[config.mk]
export PLATFORM = sky130hd
export DESIGN_NAME = reset_supervisor
export DESIGN_NICKNAME = d
export VERILOG_FILES = /design/src/supervisor_pkg.sv /design/src/reset_supervisor.sv
export SDC_FILE = /design/constraint.sdc
export NUM_CORES = 1
export LEC_CHECK = 0
export BUFFER_PORTS_ARGS = -buffer_cell sky130_fd_sc_hd__buf_2
export CORE_MARGIN = 3
export CORE_UTILIZATION = 50
export DETAILED_ROUTE_END_ITERATION = 10
export PLACE_DENSITY = 0.67
export SLEW_MARGIN = 20
export SYNTH_ARGS = -nofsm -noshare
export SYNTH_HDL_FRONTEND = slang
export SYNTH_SLANG_ARGS = --single-unit
[constraint.sdc]
create_clock -name sys_clk -period 5.76 [get_ports sys_clk]
set_input_delay 0.864 -clock sys_clk [delete_from_list [all_inputs] [get_ports sys_clk]]
set_output_delay 0.864 -clock sys_clk [all_outputs]
set_load 0.02 [all_outputs]
[src/supervisor_pkg.sv]
// Shared constants and types for the dual supply reset supervisor
package supervisor_pkg;

   // ***********************************************
   // Timebase
   // ***********************************************
   localparam int unsigned CLK_MHZ        = 40;             // Cycles per microsecond
   localparam int unsigned CYC_PER_MS     = CLK_MHZ * 1000;
   localparam int unsigned BTN_QUAL_US    = 20;             // Least button low time
   localparam int unsigned BTN_QUAL_CYC   = BTN_QUAL_US * CLK_MHZ;
   localparam int unsigned ALERT_FILT_NS  = 2000;           // Sense low filter time
   localparam int unsigned ALERT_FILT_CYC = ALERT_FILT_NS * CLK_MHZ / 1000;
   localparam int unsigned ALERT_PULSE_US = 10;             // Least alert pulse
   localparam int unsigned ALERT_PULSE_CYC = ALERT_PULSE_US * CLK_MHZ;
   localparam int unsigned WD_PULSE_US    = 100;            // Least watchdog pulse
   localparam int unsigned WD_PULSE_CYC   = WD_PULSE_US * CLK_MHZ;
   localparam int unsigned TD_GND_TYP_MS   = 16;            // Delay strap grounded
   localparam int unsigned TD_FLOAT_TYP_MS = 160;           // Delay strap floating
   localparam int unsigned TD_HIGH_TYP_MS  = 1600;          // Delay strap tied high

   // ***********************************************
   // Counter widths
   // ***********************************************
   localparam int unsigned DLY_W  = 27;
   localparam int unsigned QUAL_W = 10;
   localparam int unsigned AF_W   = 7;
   localparam int unsigned AP_W   = 9;
   localparam int unsigned WP_W   = 12;

   // ***********************************************
   // Strap codes and tolerance windows
   // ***********************************************
   localparam logic [1:0] STRAP_FLOAT = 2'h0;
   localparam logic [1:0] STRAP_LOW   = 2'h1;
   localparam logic [1:0] STRAP_HIGH  = 2'h2;
   localparam logic [4:0] TOL_PCT_TIED  = 5'h05;
   localparam logic [4:0] TOL_PCT_GND   = 5'h0a;
   localparam logic [4:0] TOL_HI_FLOAT  = 5'h0f;
   localparam logic [4:0] TOL_LO_FLOAT  = 5'h14;

   typedef enum {VAR_BASE, VAR_WATCHDOG, VAR_STATUS} variant_t;

   // Three-level strap as sensed by the pin front end
   typedef struct packed {
      logic tied_high;
      logic tied_low;
   } strap_pins_t;

   // All pin inputs sampled together by the synchroniser
   typedef struct packed {
      logic [1:0]        in_tol;    // 0 high supply, 1 low supply
      logic [1:0]        btn_n;
      logic              master_n;
      logic [1:0]        sense_low;
      logic              strobe;
      strap_pins_t [1:0] tol;
      strap_pins_t [2:0] dly;       // 0 high, 1 low, 2 watchdog
   } pin_sample_t;

endpackage

[src/reset_supervisor.sv]
// Dual supply reset supervisor control logic
`timescale 1ns/100ps
// What this block does
// - Supply out of tolerance drives its reset low
// - Recovered supply keeps reset for selected delay
// - Power-up holds resets until tolerance plus delay
// - High supply strap picks 5, 10, 15 percent
// - Low supply strap picks 5, 10, 20 percent
// - Tolerance straps captured once at power-up
// - Delay strap picks 16, 160, 1600 ms
// - Separate delay straps per reset and watchdog
// - Delay straps freeze once in tolerance
// - Button low 20 us requests supply reset
// - Held button holds reset, then full delay
// - Master starts only with supply ok, output active
// - Master forces all outputs, then their delays
// - Master button debounced on press and release
// - Variant parameter swaps watchdog or status features
// - Watchdog counts only once a reset released
// - Any strobe edge restarts watchdog count
// - Watchdog expiry pulses status at least 100 us
// - Alert after 2 us below, pulses 10 us
module reset_supervisor
   import supervisor_pkg::*;
#(
   parameter variant_t    VARIANT     = VAR_BASE,
   parameter int unsigned DLY_GND_CYC = TD_GND_TYP_MS * CYC_PER_MS,
   parameter int unsigned DLY_FLT_CYC = TD_FLOAT_TYP_MS * CYC_PER_MS,
   parameter int unsigned DLY_HI_CYC  = TD_HIGH_TYP_MS * CYC_PER_MS
) (
   input  wire logic        sys_clk,
   input  wire logic        resetn,
   input  wire logic        high_supply_in_tol,
   input  wire logic        low_supply_in_tol,
   input  wire strap_pins_t high_supply_tolerance_strap,
   input  wire strap_pins_t low_supply_tolerance_strap,
   input  wire strap_pins_t high_supply_delay_strap,
   input  wire strap_pins_t low_supply_delay_strap,
   input  wire strap_pins_t watchdog_delay_strap,
   input  wire logic        high_supply_button_n,
   input  wire logic        low_supply_button_n,
   input  wire logic        all_outputs_button_n,
   input  wire logic        sense_input_a,
   input  wire logic        sense_input_b,
   input  wire logic        watchdog_strobe,
   output logic [4:0]       high_supply_tol_pct,
   output logic [4:0]       low_supply_tol_pct,
   output logic             high_supply_reset_n,
   output logic             high_supply_reset_oe_n,
   output logic             low_supply_reset_n,
   output logic             low_supply_reset_oe_n,
   output logic             threshold_alert_a_n,
   output logic             threshold_alert_a_oe_n,
   output logic             threshold_alert_b_n,
   output logic             threshold_alert_b_oe_n,
   output logic             watchdog_expired_n,
   output logic             watchdog_expired_oe_n,
   output logic             last_reset_source_n,
   output logic             last_reset_source_oe_n
);

   // ***********************************************
   // State
   // ***********************************************
   typedef struct packed {
      pin_sample_t              s1;
      pin_sample_t              s2;
      logic                     strobe_s3;
      logic [1:0]               init;
      logic                     tol_done;
      logic                     dly_frozen;
      logic [1:0][1:0]          tol_code;
      logic [2:0][1:0]          dly_code;
      logic [1:0][QUAL_W-1:0]   bq_cnt;
      logic [1:0]               bq_ok;
      logic [QUAL_W-1:0]        mq_cnt;
      logic                     mq_hold;
      logic [1:0][DLY_W-1:0]    rd_cnt;
      logic [1:0]               rst_act;
      logic [1:0][AF_W-1:0]     af_cnt;
      logic [1:0][AP_W-1:0]     ap_cnt;
      logic [1:0]               a_act;
      logic [1:0]               a_armed;
      logic [DLY_W-1:0]         wd_cnt;
      logic [WP_W-1:0]          wp_cnt;
      logic                     wd_act;
      logic                     last_master;
   } state_t;

   state_t      st_reg;
   state_t      st_next;
   pin_sample_t pins;
   logic [1:0]  hold;
   logic [1:0]  btn_live;
   logic        any_active;
   logic        start_ok;
   logic        strobe_edge;

   // Three-level strap to code; both sensed at once counts as floating
   function automatic logic [1:0] strap_code(input strap_pins_t s);
      if (s.tied_high && !s.tied_low) begin
         return STRAP_HIGH;
      end else if (s.tied_low && !s.tied_high) begin
         return STRAP_LOW;
      end
      return STRAP_FLOAT;
   endfunction

   // Delay code to last count value of a stretch
   function automatic logic [DLY_W-1:0] delay_last(input logic [1:0] code);
      if (code == STRAP_LOW) begin
         return DLY_W'(DLY_GND_CYC - 1);
      end else if (code == STRAP_HIGH) begin
         return DLY_W'(DLY_HI_CYC - 1);
      end
      return DLY_W'(DLY_FLT_CYC - 1);
   endfunction

   // Pin inputs gathered for the synchroniser
   assign pins = '{in_tol: {low_supply_in_tol, high_supply_in_tol},
                   btn_n: {low_supply_button_n, high_supply_button_n},
                   master_n: all_outputs_button_n,
                   sense_low: {sense_input_b, sense_input_a},
                   strobe: watchdog_strobe,
                   tol: {low_supply_tolerance_strap, high_supply_tolerance_strap},
                   dly: {watchdog_delay_strap, low_supply_delay_strap,
                         high_supply_delay_strap}};

   // ***********************************************
   // Next state
   // ***********************************************
   always_comb begin
      st_next = st_reg;
      st_next.s1 = pins;
      st_next.s2 = st_reg.s1;
      st_next.strobe_s3 = st_reg.s2.strobe;
      if (st_reg.init != 2'h3) begin
         st_next.init = st_reg.init + 2'h1;
      end
      // Tolerance captured once when the synchroniser is full
      if (st_reg.init == 2'h2 && !st_reg.tol_done) begin
         st_next.tol_done = 1'b1;
         for (int i = 0; i < 2; i++) begin
            st_next.tol_code[i] = strap_code(st_reg.s2.tol[i]);
         end
      end
      // Delay straps follow the pins until any supply is in tolerance
      if (st_reg.init[1] && !st_reg.dly_frozen) begin
         for (int k = 0; k < 3; k++) begin
            st_next.dly_code[k] = strap_code(st_reg.s2.dly[k]);
         end
         if (st_reg.tol_done && (|st_reg.s2.in_tol)) begin
            st_next.dly_frozen = 1'b1;
         end
      end
      any_active = (|st_reg.rst_act) || (|st_reg.a_act) || st_reg.wd_act;
      start_ok = ((|st_reg.s2.in_tol) || (|(~st_reg.s2.sense_low))) && any_active;
      // Master button debounced both ways with the qualify interval
      if (VARIANT == VAR_WATCHDOG) begin
         st_next.mq_hold = 1'b0;
         st_next.mq_cnt = '0;
      end else if (st_reg.s2.master_n == st_reg.mq_hold) begin
         if (st_reg.mq_cnt == QUAL_W'(BTN_QUAL_CYC - 1)) begin
            st_next.mq_cnt = '0;
            st_next.mq_hold = !st_reg.mq_hold;
         end else if (st_reg.mq_hold || start_ok) begin
            st_next.mq_cnt = st_reg.mq_cnt + 1'b1;
         end else begin
            st_next.mq_cnt = '0;
         end
      end else begin
         st_next.mq_cnt = '0;
      end
      // Per supply buttons, the low one is absent on the status variant
      btn_live[0] = st_reg.s2.btn_n[0];
      btn_live[1] = (VARIANT == VAR_STATUS) ? 1'b1 : st_reg.s2.btn_n[1];
      for (int i = 0; i < 2; i++) begin
         if (btn_live[i]) begin
            st_next.bq_cnt[i] = '0;
            st_next.bq_ok[i] = 1'b0;
         end else if (st_reg.bq_cnt[i] == QUAL_W'(BTN_QUAL_CYC - 1)) begin
            st_next.bq_ok[i] = 1'b1;
         end else begin
            st_next.bq_cnt[i] = st_reg.bq_cnt[i] + 1'b1;
         end
         // Reset held until delay codes freeze, so the stretch loads the strapped delay
         hold[i] = !st_reg.dly_frozen || !st_reg.s2.in_tol[i] || st_reg.bq_ok[i] ||
                   st_reg.mq_hold;
         if (hold[i]) begin
            st_next.rst_act[i] = 1'b1;
            st_next.rd_cnt[i] = delay_last(st_reg.dly_code[i]);
         end else if (st_reg.rst_act[i]) begin
            if (st_reg.rd_cnt[i] == '0) begin
               st_next.rst_act[i] = 1'b0;
            end else begin
               st_next.rd_cnt[i] = st_reg.rd_cnt[i] - 1'b1;
            end
         end
         // Threshold alert: filtered low sense, then a fixed pulse
         if (st_reg.a_act[i]) begin
            if (st_reg.ap_cnt[i] == '0) begin
               st_next.a_act[i] = 1'b0;
            end else begin
               st_next.ap_cnt[i] = st_reg.ap_cnt[i] - 1'b1;
            end
         end
         if (!st_reg.s2.sense_low[i] || (i == 1 && VARIANT == VAR_WATCHDOG)) begin
            st_next.af_cnt[i] = '0;
            st_next.a_armed[i] = 1'b1;
         end else if (st_reg.a_armed[i]) begin
            if (st_reg.af_cnt[i] == AF_W'(ALERT_FILT_CYC - 1)) begin
               st_next.af_cnt[i] = '0;
               st_next.a_armed[i] = 1'b0;
               st_next.a_act[i] = 1'b1;
               st_next.ap_cnt[i] = AP_W'(ALERT_PULSE_CYC - 1);
            end else begin
               st_next.af_cnt[i] = st_reg.af_cnt[i] + 1'b1;
            end
         end
         if (st_reg.mq_hold) begin
            st_next.a_act[i] = 1'b1;
            st_next.ap_cnt[i] = AP_W'(ALERT_PULSE_CYC - 1);
         end
      end
      // Watchdog runs once any reset is released
      strobe_edge = st_reg.s2.strobe ^ st_reg.strobe_s3;
      if (st_reg.wd_act) begin
         if (st_reg.wp_cnt == '0) begin
            st_next.wd_act = 1'b0;
         end else begin
            st_next.wp_cnt = st_reg.wp_cnt - 1'b1;
         end
      end
      if (VARIANT != VAR_WATCHDOG || (&st_reg.rst_act)) begin
         st_next.wd_cnt = '0;
      end else if (strobe_edge) begin
         st_next.wd_cnt = '0;
      end else if (st_reg.wd_cnt == delay_last(st_reg.dly_code[2])) begin
         st_next.wd_cnt = '0;
         st_next.wd_act = 1'b1;
         st_next.wp_cnt = WP_W'(WD_PULSE_CYC - 1);
      end else begin
         st_next.wd_cnt = st_reg.wd_cnt + 1'b1;
      end
      // Last reset source: master sets, other reset causes clear
      if (VARIANT == VAR_STATUS) begin
         if (st_reg.mq_hold) begin
            st_next.last_master = 1'b1;
         end else if (!(&st_reg.s2.in_tol) || (|st_reg.bq_ok)) begin
            st_next.last_master = 1'b0;
         end
      end
   end

   // State register, resets and alerts active from power-on
   always_ff @(posedge sys_clk or negedge resetn) begin
      if (!resetn) begin
         st_reg <= '0;
         st_reg.s1.btn_n <= 2'h3;
         st_reg.s2.btn_n <= 2'h3;
         st_reg.s1.master_n <= 1'b1;
         st_reg.s2.master_n <= 1'b1;
         st_reg.dly_code <= {3{STRAP_FLOAT}};
         st_reg.rst_act <= 2'h3;
         st_reg.a_act <= 2'h3;
         st_reg.ap_cnt <= {2{AP_W'(ALERT_PULSE_CYC - 1)}};
      end else begin
         st_reg <= st_next;
      end
   end

   // ***********************************************
   // Outputs, open-drain enables low while pulling low
   // ***********************************************
   assign high_supply_tol_pct    = (st_reg.tol_code[0] == STRAP_HIGH) ? TOL_PCT_TIED :
                                   (st_reg.tol_code[0] == STRAP_LOW) ? TOL_PCT_GND :
                                   TOL_HI_FLOAT;
   assign low_supply_tol_pct     = (st_reg.tol_code[1] == STRAP_HIGH) ? TOL_PCT_TIED :
                                   (st_reg.tol_code[1] == STRAP_LOW) ? TOL_PCT_GND :
                                   TOL_LO_FLOAT;
   assign high_supply_reset_n    = !st_reg.rst_act[0];
   assign high_supply_reset_oe_n = !st_reg.rst_act[0];
   assign low_supply_reset_n     = !st_reg.rst_act[1];
   assign low_supply_reset_oe_n  = !st_reg.rst_act[1];
   assign threshold_alert_a_n    = !st_reg.a_act[0];
   assign threshold_alert_a_oe_n = !st_reg.a_act[0];
   assign threshold_alert_b_n    = !st_reg.a_act[1];
   assign threshold_alert_b_oe_n = !st_reg.a_act[1];
   assign watchdog_expired_n     = !st_reg.wd_act;
   assign watchdog_expired_oe_n  = !st_reg.wd_act;
   assign last_reset_source_n    = !st_reg.last_master;
   assign last_reset_source_oe_n = !st_reg.last_master;
endmodule

==> results.yml <==
synthesis:
  asyncSetResetFlopFracSynth: 1.000
  syn_inst: 823
  avgSynthCellArea_sq_um: 10.46
  synth_ff_type: "dfrtp_1"
  number_of_flops_mapped_to_enable_cells_by_yosys: 0
  number_of_warnings_printed_during_yosys_synthesis: 0
  synth.ff_latch_count: 180
  post_synthesis_cell_area_sq_um: 8606
  synthDistinctLibCells: 66
  synth_seq_area_share: 0.5266
clock_network:
  post_cts_hold_buffer_count: 0
  cts-root-to-sink-buffers: 2
  cts-root-buf: "clkbuf_16"
  post_cts_resize_count: 0
  worst_skew_pair.late_latency_ns: 0.42
  h-tree-depth: 4
  number_of_clock_buffers_inserted_by_tritoncts: 17
  postCtsSetupBuffers: 0
  tritoncts_clock_tree: "yes"
  tritoncts_num_sinks: 180
  clk_transition_reported_paths_ns: 0.07
sta:
  setup_repair_after_global_routing_missed_its_margin: "false"
  timing.final.setup_violations: 0
  slew_violations: 0
  final_hold_viol_count: 0
  timing.fmax_ghz: 0.3503
  fin_worst_skew_ns: 0.007802
  worst_margin_pin_slew_ns: 0.9885
  fin_crit_sh: 0.4956
  period_minus_slack_ns: 2.855
  headroom_to_the_max_slew_limit: 0.3410
  finalSetupTns_ns: 0
setup_path:
  top_fanout_value_on_the_critical_path: 12
  timing.critical_path.from_type: "flip-flop"
  critPathCaptureType: "flip-flop"
  cp.arrival_ns: 3.11
  critical_path.cell_chain: "inv_1 > ha_1 > or4b_1 > nand4bb_1 > o21ai_1 > or4_2 > a31oi_1"
  rr_startpoint: "st_reg[106]$_DFFE_PN0P_"
  startpoint: "st_reg[106]$_DFFE_PN0P_"
  critical-path-slowest-cell: "o21ai_1"
  register_to_register_setup_slack_ns: 2.91
  criticalPathCategory: "reg -> reg"
  critPathRequiredTime_ns: 6.01
  cp_slowest_stage_delay_ns: 0.83
route:
  via_count: 6110
  detail_route.vias_per_cell: 5.657
  met2WireLength_um: 8255
  first_iter_violations: 475
  met3_wirelength_um: 474
  routed_wire_length_per_instance_um: 15.15
  finalWirelength_um: 16370
  dr.max_layer_used: "met4"
  ant_nets: 0
  detail_route.first_pass.iterations: 5
  met1Wirelength_um: 7396
  drc_errors: 0
placed_design:
  buffer_ports.inserted: 35
  hpwl_detailed_um: 11240
  dpl-instance-area_sq_um: 8901
  globalplace.congestion: 0.8574
  place.detailed.instances: 1048
floorplanning:
  area_of_the_die_sq_um: 18820
  core_area_sq_um: 16700
  initial_core_util: 0.5153
  num_rows: 47
  chipHeight_um: 137.2
  die_w_um: 137.2
  num_io_pins: 42
global_route:
  first_global_vias: 6140
  antenna_violations_before_repair: 0
  global_route_wire_length_before_repair_um: 28120
  overflow: 0
  global_route.usage.total: 0.1842
  grt_max_degree: 75
worst_hold_path:
  worstHoldPathType: "reg -> reg"
  hp-start: "st_next[193]$_DFF_PN0_"
power:
  sw_frac_of_total: 0.2501
  internal_power_mw: 1.928
  sequentialPowerShare: 0.529
  total_net_switching_power_mw: 0.6429
  power_frac_clock: 0.416
  worst_ir_drop_vdd_mv: 0.1981
  power_density_nw_per_um2: 272.0
  combinationalPowerShare: 0.055
  cellLeakagePower_nw: 3.979
cells_and_area:
  number_of_flip_flops_under_the_largest_register_name: 163
  layoutNonFillerInstCount: 1080
  mostFrequentLayoutCells: "158 x dfrtp_1, 67 x nand2_1, 63 x nor2_1, 41 x xnor2_1"
  num_antenna_cells: 0
  mostFrequentLayoutCell: "dfrtp_1"
  layout-area-overhead-vs-synth_pct: 9.814
  final_design_area_no_fill_sq_um: 9450
  post_route_cells_drive_above_1_share: 0.1349
  final_net_count: 893
flow_run:
  timing.max_cap.violations: 0
run_status:
  run_status: "completed"
-- critical path, delay by kind of cell (launching register included) --
| family | cells | cell delay [ns] |
|---|---|---|
| AND/OR/NAND/NOR | 3 | 1.09 |
| AO/OA/AOI/OAI | 2 | 0.90 |
| flip-flops | 1 | 0.39 |
| adder cells (fa/ha/maj) | 1 | 0.17 |
| buffers and inverters | 1 | 0.14 |
-- per-layer routing --
| metal | global-route usage | vias up |
|---|---|---|
| met2 | 0.3163 | 113 |
| met1 | 0.2353 | 3024 |
| met3 | 0.03214 | 18 |
| li1 | - | 2955 |
| met5 | 0 | - |
| met4 | 0.06541 | 0 |
-- worst paths after layout --
check,endpoint,cells after the start
min in group asynchronous,st_reg[60]$_DFF_PN0_,1
min reg2reg,st_reg[193]$_DFF_PN0_,0
max,st_reg[120]$_DFFE_PN0P_,7
min,st_reg[193]$_DFF_PN0_,0
max reg2reg,st_reg[120]$_DFFE_PN0P_,7
max in group asynchronous,st_reg[178]$_DFFE_PN0P_,2
-- per-stage QoR --
step                        util  total power, mW  worst slack (ns)  hold WS (ns)
final                     0.5659            2.571             2.905        0.3483
after floorplan                -            1.462             3.627        0.3312
after detailed placement  0.5330            1.524             2.953        0.3347
after global routing      0.5659            2.671             2.723        0.3589
after CTS                 0.5659            2.605             2.950        0.3508
after global placement    0.5330            1.514             3.072        0.3325
-- cells in the mapped netlist (20+ instances only) --
library cell	n	area [sq um]
a21oi_1	25	125.1
dfrtp_1	158	3954
dfstp_2	22	578.1
ha_1	26	325.3
inv_1	30	112.6
nand2_1	67	251.5
nand3_1	26	130.1
nor2_1	63	236.5
nor3_1	20	100.1
nor4_1	20	125.1
o21ai_0	34	170.2
xnor2_1	41	359.1
xor2_1	31	271.5
-- cell families after synthesis --
group,after synthesis,synth area share
and+or+nand+nor,336,0.2142
DFF,180,0.5266
AOI/OAI and AO/OA,134,0.1013
xor gates and xnor gates,72,0.07328
buffers and inverters,63,0.03402
adders and majority gates,26,0.03780
muxes,10,0.01192
other,2,0.0008727
-- power groups by stage --
stage / Clock (mW) / Sequential [mW] / Combinational [mW]
after CTS: 1.10 / 1.36 / 0.145
after floorplan: 0 / 1.37 / 0.0954
after detailed placement: 0 / 1.38 / 0.143
after global placement: 0 / 1.38 / 0.137
after global routing: 1.14 / 1.37 / 0.162
final: 1.07 / 1.36 / 0.142
-- area by class of cell --
class                   instances  area (sq um)
fillers                      1450          7251
flip-flops and latches        180          4532
multi-input cells             581          3785
clock buffers                  17         425.4
well taps                     220         275.3
repair buffers                 37         196.4
clock inverters                15         123.9
inverters                      30         112.6
Note: power is estimated with default switching activity, not from simulation.
